[config.mk]
export PLATFORM = sky130hd
export DESIGN_NAME = ehr_error_history
export DESIGN_NICKNAME = d
export VERILOG_FILES = /design/src/core/ehr_pkg.sv /design/src/core/ehr_error_history.sv
export SDC_FILE = /design/constraint.sdc
export NUM_CORES = 2
export LEC_CHECK = 0
export BUFFER_PORTS_ARGS = -buffer_cell sky130_fd_sc_hd__buf_4
export CAP_MARGIN = 20
export CORE_MARGIN = 1
export CORE_UTILIZATION = 55
export CTS_BUF_LIST = sky130_fd_sc_hd__clkbuf_16
export DETAILED_ROUTE_END_ITERATION = 8
export GPL_ROUTABILITY_DRIVEN = 0
export GPL_TIMING_DRIVEN = 0
export PLACE_DENSITY = 0.72
export SLEW_MARGIN = 20
export SYNTH_ARGS = -nofsm -noshare
export SYNTH_HDL_FRONTEND = slang
export SYNTH_SLANG_ARGS = --single-unit
[constraint.sdc]
create_clock -name clk_i -period 17.85 [get_ports clk_i]
set_input_delay 0.8925 -clock clk_i [delete_from_list [all_inputs] [get_ports clk_i]]
set_output_delay 0.8925 -clock clk_i [all_outputs]
set_load 0.005 [all_outputs]
[src/core/ehr_pkg.sv]
// Constants, entry layout and parameter offsets of the error history readout.
package ehr_pkg;

    // ------------------------------------------------------------------
    // Geometry and limits
    // ------------------------------------------------------------------
    localparam int DEPTH = 10;
    localparam logic [3:0] DEPTH_CNT = 4'ha;
    localparam logic [3:0] LAST_POS = 4'h9;
    localparam logic [15:0] CLASS_MAX = 16'h0004;
    localparam logic [31:0] TIME_MAX = 32'h1fffffff;
    localparam logic [31:0] CMD_VALUE = 32'h00000001;
    localparam logic [31:0] CLR_BUSY_VALUE = 32'h00000001;
    localparam logic [15:0] CODE_NONE = 16'h0000;

    // ------------------------------------------------------------------
    // Parameter offsets
    // ------------------------------------------------------------------
    localparam logic [15:0] ADDR_POWER_ON = 16'h3b04;
    localparam logic [15:0] ADDR_CLEAR = 16'h3b08;
    localparam logic [15:0] ADDR_PTR_RESET = 16'h3b0a;
    localparam logic [15:0] ADDR_CODE = 16'h3c02;
    localparam logic [15:0] ADDR_CLASS = 16'h3c04;
    localparam logic [15:0] ADDR_TIME = 16'h3c06;
    localparam logic [15:0] ADDR_QUAL = 16'h3c08;
    localparam logic [15:0] ADDR_EN_CYC = 16'h3c0a;
    localparam logic [15:0] ADDR_EN_DUR = 16'h3c0c;
    localparam logic [15:0] ADDR_UDC = 16'h3c0e;
    localparam logic [15:0] ADDR_VEL = 16'h3c10;
    localparam logic [15:0] ADDR_CUR = 16'h3c12;
    localparam logic [15:0] ADDR_T_STAGE = 16'h3c14;
    localparam logic [15:0] ADDR_T_DEV = 16'h3c16;

    // ------------------------------------------------------------------
    // One stored history entry
    // ------------------------------------------------------------------
    typedef struct packed {
        logic [15:0] code;
        logic [15:0] err_class;
        logic [31:0] det_time;
        logic [15:0] qual;
        logic [15:0] en_cyc;
        logic [15:0] en_dur;
        logic [15:0] udc;
        logic [15:0] vel;
        logic [15:0] cur;
        logic [15:0] t_stage;
        logic [15:0] t_dev;
    } ehr_entry_type;

    typedef enum logic [0:0] {
        CLR_IDLE = 1'b0,
        CLR_RUN = 1'b1
    } ehr_clr_type;

endpackage

[src/core/ehr_error_history.sv]
// Error history store with sequential readout over the drive parameter port.
`timescale 1ns/1ps

module ehr_error_history (
    // Clock and reset.
    input wire logic clk_i,
    input wire logic reset_n_i,
    // Parameter access port.
    input wire logic [15:0] par_addr_i,
    input wire logic par_wr_i,
    input wire logic par_rd_i,
    input wire logic [31:0] par_wdata_i,
    output logic [31:0] par_rdata_o,
    output logic par_rvalid_o,
    // New error record from the monitoring logic.
    input wire logic rec_valid_i,
    input wire logic [15:0] rec_code_i,
    input wire logic [15:0] rec_class_i,
    input wire logic [31:0] rec_time_i,
    input wire logic [15:0] rec_qual_i,
    input wire logic [15:0] rec_en_cyc_i,
    input wire logic [15:0] rec_en_dur_i,
    input wire logic [15:0] rec_udc_i,
    input wire logic [15:0] rec_vel_i,
    input wire logic [15:0] rec_cur_i,
    input wire logic [15:0] rec_t_stage_i,
    input wire logic [15:0] rec_t_dev_i,
    // Power-on cycle count from the non-volatile counter.
    input wire logic [31:0] power_on_cycles_i
);

    // ------------------------------------------------------------------
    // Decode helpers
    // ------------------------------------------------------------------

    // A command write hits when the strobe, offset and value all match.
    function automatic logic ehr_cmd_hit(input logic wr, input logic [15:0] addr,
                                         input logic [15:0] offs, input logic [31:0] data);
        ehr_cmd_hit = wr && (addr == offs) && (data == ehr_pkg::CMD_VALUE);
    endfunction

    // Widen a 16-bit field into the low half of a read word.
    function automatic logic [31:0] ehr_low16(input logic [15:0] v);
        ehr_low16 = {16'h0000, v};
    endfunction

    // ------------------------------------------------------------------
    // Storage and state
    // ------------------------------------------------------------------

    // The entry array and its fill count carry no reset: they stand for the
    // retained store, so only the clear command ever empties them.
    ehr_pkg::ehr_entry_type entries_r [ehr_pkg::DEPTH];
    logic [3:0] count_r;
    ehr_pkg::ehr_entry_type hold_r;
    logic [3:0] ptr_r;
    ehr_pkg::ehr_clr_type clr_state_r;
    logic [3:0] clr_idx_r;
    logic [31:0] rdata_nxt;

    ehr_pkg::ehr_entry_type new_entry;
    logic rec_take;
    logic full;
    logic avail;
    logic code_rd;
    logic ptr_cmd;
    logic clr_cmd;
    logic clr_busy;
    logic clr_last;

    assign clr_busy = (clr_state_r == ehr_pkg::CLR_RUN);
    assign clr_last = clr_busy && (clr_idx_r == ehr_pkg::LAST_POS);
    assign full = (count_r == ehr_pkg::DEPTH_CNT);
    assign avail = (ptr_r < count_r);
    assign code_rd = par_rd_i && (par_addr_i == ehr_pkg::ADDR_CODE);
    assign ptr_cmd = ehr_cmd_hit(par_wr_i, par_addr_i, ehr_pkg::ADDR_PTR_RESET, par_wdata_i);
    assign clr_cmd = ehr_cmd_hit(par_wr_i, par_addr_i, ehr_pkg::ADDR_CLEAR, par_wdata_i);
    // Records arriving while a clear sweeps the array are dropped on purpose,
    // since a half-cleared history would otherwise hold a misplaced entry.
    assign rec_take = rec_valid_i && !clr_busy;

    // ------------------------------------------------------------------
    // Incoming record formatting
    // ------------------------------------------------------------------

    // Class is clamped to 4 and time to its ceiling on the way in.
    always_comb
    begin
        new_entry.code = rec_code_i;
        new_entry.err_class = (rec_class_i > ehr_pkg::CLASS_MAX) ? ehr_pkg::CLASS_MAX : rec_class_i;
        new_entry.det_time = (rec_time_i > ehr_pkg::TIME_MAX) ? ehr_pkg::TIME_MAX : rec_time_i;
        new_entry.qual = rec_qual_i;
        new_entry.en_cyc = rec_en_cyc_i;
        new_entry.en_dur = rec_en_dur_i;
        new_entry.udc = rec_udc_i;
        new_entry.vel = rec_vel_i;
        new_entry.cur = rec_cur_i;
        new_entry.t_stage = rec_t_stage_i;
        new_entry.t_dev = rec_t_dev_i;
    end

    // ------------------------------------------------------------------
    // Entry array
    // ------------------------------------------------------------------

    // Each slot is cleared by the sweep, appended at the fill level, or takes
    // its younger neighbour (the top slot takes the new record) when a record lands on a full history.
    genvar gi;
    generate
        for (gi = 0; gi < ehr_pkg::DEPTH; gi++)
        begin : g_slot
            // The shift source is chosen at elaboration so the top slot never
            // names a neighbour beyond the end of the array.
            ehr_pkg::ehr_entry_type shift_in;
            if (gi == ehr_pkg::DEPTH - 1)
            begin : g_top
                assign shift_in = new_entry;
            end
            else
            begin : g_mid
                assign shift_in = entries_r[gi + 1];
            end

            always_ff @(posedge clk_i)
            begin
                if (clr_busy && (clr_idx_r == 4'(gi)))
                begin
                    entries_r[gi] <= '0;
                end
                else if (rec_take && full)
                begin
                    entries_r[gi] <= shift_in;
                end
                else if (rec_take && (count_r == 4'(gi)))
                begin
                    entries_r[gi] <= new_entry;
                end
            end
        end
    endgenerate

    // Fill count: grows to ten and stays there; the clear sweep ends at zero.
    always_ff @(posedge clk_i)
    begin
        if (clr_last)
        begin
            count_r <= 4'h0;
        end
        else if (rec_take && !full)
        begin
            count_r <= count_r + 4'h1;
        end
    end

    // ------------------------------------------------------------------
    // Clear sequencer
    // ------------------------------------------------------------------

    // One slot per cycle keeps the sweep to a single write port on the store.
    always_ff @(posedge clk_i)
    begin
        if (!reset_n_i)
        begin
            clr_state_r <= ehr_pkg::CLR_IDLE;
            clr_idx_r <= 4'h0;
        end
        else
        begin
            case (clr_state_r)
                ehr_pkg::CLR_IDLE:
                begin
                    if (clr_cmd)
                    begin
                        clr_state_r <= ehr_pkg::CLR_RUN;
                        clr_idx_r <= 4'h0;
                    end
                end
                ehr_pkg::CLR_RUN:
                begin
                    if (clr_last)
                    begin
                        clr_state_r <= ehr_pkg::CLR_IDLE;
                        clr_idx_r <= 4'h0;
                    end
                    else
                    begin
                        clr_idx_r <= clr_idx_r + 4'h1;
                    end
                end
                default:
                begin
                    clr_state_r <= ehr_pkg::CLR_IDLE;
                    clr_idx_r <= 4'h0;
                end
            endcase
        end
    end

    // ------------------------------------------------------------------
    // Read pointer and holding buffer
    // ------------------------------------------------------------------

    // The pointer only steps forward or returns to the oldest entry, so there
    // is no way to address an arbitrary position.
    always_ff @(posedge clk_i)
    begin
        if (!reset_n_i)
        begin
            ptr_r <= 4'h0;
        end
        else if (ptr_cmd || clr_last)
        begin
            ptr_r <= 4'h0;
        end
        else if (code_rd && avail)
        begin
            ptr_r <= ptr_r + 4'h1;
        end
    end

    // An exhausted read leaves an empty buffer so stale details never show.
    always_ff @(posedge clk_i)
    begin
        if (!reset_n_i)
        begin
            hold_r <= '0;
        end
        else if (code_rd)
        begin
            hold_r <= avail ? entries_r[ptr_r] : '0;
        end
    end

    // ------------------------------------------------------------------
    // Read data
    // ------------------------------------------------------------------

    // Detail reads serve the holding buffer; unmapped offsets read as zero.
    always_comb
    begin
        rdata_nxt = 32'h00000000;
        case (par_addr_i)
            ehr_pkg::ADDR_POWER_ON: rdata_nxt = power_on_cycles_i;
            ehr_pkg::ADDR_CLEAR: rdata_nxt = clr_busy ? ehr_pkg::CLR_BUSY_VALUE : 32'h00000000;
            ehr_pkg::ADDR_PTR_RESET: rdata_nxt = 32'h00000000;
            ehr_pkg::ADDR_CODE: rdata_nxt = ehr_low16(avail ? entries_r[ptr_r].code : ehr_pkg::CODE_NONE);
            ehr_pkg::ADDR_CLASS: rdata_nxt = ehr_low16(hold_r.err_class);
            ehr_pkg::ADDR_TIME: rdata_nxt = hold_r.det_time;
            ehr_pkg::ADDR_QUAL: rdata_nxt = ehr_low16(hold_r.qual);
            ehr_pkg::ADDR_EN_CYC: rdata_nxt = ehr_low16(hold_r.en_cyc);
            ehr_pkg::ADDR_EN_DUR: rdata_nxt = ehr_low16(hold_r.en_dur);
            ehr_pkg::ADDR_UDC: rdata_nxt = ehr_low16(hold_r.udc);
            ehr_pkg::ADDR_VEL: rdata_nxt = ehr_low16(hold_r.vel);
            ehr_pkg::ADDR_CUR: rdata_nxt = ehr_low16(hold_r.cur);
            ehr_pkg::ADDR_T_STAGE: rdata_nxt = ehr_low16(hold_r.t_stage);
            ehr_pkg::ADDR_T_DEV: rdata_nxt = ehr_low16(hold_r.t_dev);
            default: rdata_nxt = 32'h00000000;
        endcase
    end

    // Read answer is registered one cycle after the strobe.
    always_ff @(posedge clk_i)
    begin
        if (!reset_n_i)
        begin
            par_rdata_o <= 32'h00000000;
            par_rvalid_o <= 1'b0;
        end
        else
        begin
            par_rvalid_o <= par_rd_i;
            par_rdata_o <= par_rd_i ? rdata_nxt : 32'h00000000;
        end
    end

    // The sweep length is counted in helper logic rather than unrolled as a
    // ten-fold repetition, which would slow the checking tools badly.
    logic [3:0] sweep_len_r;
    always_ff @(posedge clk_i)
    begin
        if (!reset_n_i || !clr_busy)
        begin
            sweep_len_r <= 4'h0;
        end
        else
        begin
            sweep_len_r <= sweep_len_r + 4'h1;
        end
    end
endmodule // ehr_error_history

==> metrics.txt <==
status=complete, no violations; period utilization=0.315; WS Path Type=reg -> reg; Area Overhead vs Synth=13.2%; DRC viols=0; Clk pwr share=0.333; Initial Util=0.554; CTS tree=yes; post-DR wirelength/cell=35.0 µm; dpl cell area=~110,000 µm²; # rows=around 160; # Post-CTS Setup Buffers=0; Pleak=about 37 nW; first-pass GRT wire length=507,000 µm; Seq pwr share=0.490; Avg Inst Size Synth=about 14 µm²; switching pwr=0.00404 W; routed vias=around 73,000; DR iter-0 viols=~12,000; HP Class=in -> reg; fraction of layout cells with a size suffix above 1=0.173; CTS resizes=0; top post-synthesis cells by area=edfxtp_1 58%, a22o_1 11%, mux4_2 8.2%; Sw Ratio=0.294; Adder-Cell Fraction of Synth Area=0.00150; Top FF cell, synth=edfxtp_1; final WL=roughly 360,000 µm; mux cell area share after synthesis=0.125; filler cell count=approximately 13,000; pre-CTS WS=12.35 ns; RSZ-0062 raised after global routing=no; largest net degree at the start of global routing=53; PD cells=roughly 120 nW/µm²; Multi-input gate area=34,800 µm²; maximum clock rate=178 MHz; Compound-Gate Fraction of Synth Area=0.162; Seq/Total Area, Yosys=0.622; chip height=approximately 430 µm; DP Cell Count=9,720; gr usage total=0.381; H-tree depth=4; top-count cell post-synth=edfxtp_1; EDFF count, synth=roughly 1,900; Reg clk slew, reported paths=approximately 0.060 ns; clk buf depth=3; main combinational cell family by area after synthesis=compound AO/OA/AOI/OAI gates; Async SR Flop Fraction=0; worst setup margin=approximately 12 ns; Synth warnings=0; I/O Buffers=between 150 and 200; Required @ worst endpoint=18.43 ns; Congestion Overflow GR=0; vias in the first global route=roughly 71,000; largest area contributor in the netlist=edfxtp_1; post-synthesis simple-gate area fraction=0.0578; CP Capture Type=flop; CP Launch Type=flop; Unique masters post-synth=between 70 and 80; Post-Syn Area=around 100,000 µm²; drt pass-1 iters=6; io pins=310; Seq cells post-synth=about 2,100; endpoints failing setup=0; final hold vios=0; area share of the largest cell type after synthesis=0.576; final slew viol count=0; relative slew slack=0.0831; Max VDD drop=between 0.09 and 0.1 mV; number of nets in the layout=just under 8,000; hold_ws=around 0.26 ns; worst-path fanout max=17; post-route cell area=113,000 µm²; clock root cell=clkbuf_16; HPWL Detailed=about 250,000 µm; vias per inst=approximately 7.2; # Max-Cap Violations=0; Finished Layout Cells=slightly above 10,000; DIE WIDTH=roughly 430 µm; Sink Count=roughly 2,100; antenna-violating nets left=0; Reg area=between 60,000 and 70,000 µm²; CORE AREA=around 180,000 µm²; initial antenna violation count=~70; XOR/XNOR share of the synthesized area=0.000350; Clock Skews=about 0.055 ns; Least-Margin Pin Slew=1.37 ns; Comb pwr share=0.177; Worst Path Arrival=6.19 ns; Synth Instances=7,085; Int Pwr=0.00968 W; Post-synth top cells=1,920 x edfxtp_1, 1,308 x a22o_1, 700 x nand2_1; die area=approximately 180,000 µm²; CTS Hold Bufs=0; total CTS buffers=218; min cycle time layout=~5.6 ns; Clock Latency Late Sink=0.91 ns
[critical path, stage by stage (launching register included)]
cell and delay, ns:
dfxtp_1 0.37, inv_1 0.11, ha_1 0.32, nand2_1 0.18
nor4_1 0.18, buf_2 0.27, clkbuf_1 0.58, clkbuf_1 0.77
clkbuf_1 0.79, nand3b_1 0.45, buf_8 0.22, buf_8 0.17
buf_8 0.18, buf_6 0.21, buf_6 0.21, buf_6 0.21
[power by group through the flow]
stage | logic, W | clock network, W | registers (W)
after floorplan | 0.00129 | 0 | 0.00690
after CTS | 0.00236 | 0.00453 | 0.00670
after global routing | 0.00249 | 0.00472 | 0.00676
final | 0.00243 | 0.00456 | 0.00672
after global placement | 0.00210 | 0 | 0.00723
after detailed placement | 0.00235 | 0 | 0.00679
[layout make-up]
| cell class | instances | share of cell area |
|---|---|---|
| multi-input combinational | 4161 | 0.307 |
| sequential | 2146 | 0.549 |
| timing repair buffer | 251 | 0.0256 |
| clock buffer | 233 | 0.0515 |
| antenna | 53 | 0.00117 |
| tap | 2370 | 0.0262 |
| clock inverter | 176 | 0.0102 |
| buffer | 777 | 0.0282 |
| inverter | 16 | 0.000530 |
[placed cells by master (no fill, tap or decap), types with 10 or more instances in the layout]
cell,instances
edfxtp_1,1920
a22o_1,1308
nand2_1,692
o21ai_0,539
clkbuf_1,405
mux4_2,364
clkbuf_16,233
mux2i_1,227
dfxtp_1,226
buf_1,188
mux2_2,182
buf_4,173
and2_1,156
nor2b_1,150
buf_2,145
o21ai_1,105
nor2_1,100
inv_1,60
diode_2,53
clkinv_2,49
clkinv_1,45
buf_16,36
buf_6,35
clkbuf_2,27
a22oi_1,27
nand3_1,25
a21oi_1,20
a32o_1,20
nor4_1,17
conb_1,16
a31oi_1,15
and3_1,15
o22ai_1,12
ha_1,12
o221ai_1,11
buf_8,11
clkinvlp_4,10
[final timing paths]
| check | start | end | slack [ns] | cells after the start |
|---|---|---|---|---|
| worst max-delay path | count_r[0] | entries_r[8][62] | 12.24 | 15 |
| worst min-delay path | power_on_cycles_i[20] | par_rdata_o[20] | 0.26 | 3 |
| worst max register to register | count_r[0] | entries_r[8][62] | 12.24 | 15 |
| worst min register to register | hold_r[157] | hold_r[157] | 0.45 | 2 |
[flip-flops by register name (all words and copies together), names as in the netlist, named ones only]
register,flops
par_rdata_o,32
count_r,4
clr_busy,1
ptr_r,4
clr_idx_r,4
hold_r,176
entries_r,1920
par_rvalid_o,1
[cell families (layout without fill, tap and decap cells)]
family / Yosys count / after routing
compound gates: 2130 / 2130
buf+inv: 793 / 1453
fa+ha+maj: 12 / 12
simple gates: 1226 / 1226
other cells: 1 / 69
mux: 773 / 773
flops: 2146 / 2146
xor+xnor: 4 / 4
[metal layers]
metal	GRT usage	share of wire
met1	0.482	0.34
met2	0.555	0.44
met3	0.121	0.14
met4	0.274	0.083
met5	0	0.00037
[through the flow]
step | TNS [ns] | utilization | total power, W
detailed placement | 0 | 0.587 | 0.00914
global route | 0 | 0.626 | 0.0140
CTS | 0 | 0.626 | 0.0136
finish | 0 | 0.626 | 0.0137
global placement | -2392.35 | 0.577 | 0.00932
floorplan | 0 | - | 0.00819
Note: power is estimated with default switching activity, not from simulation.
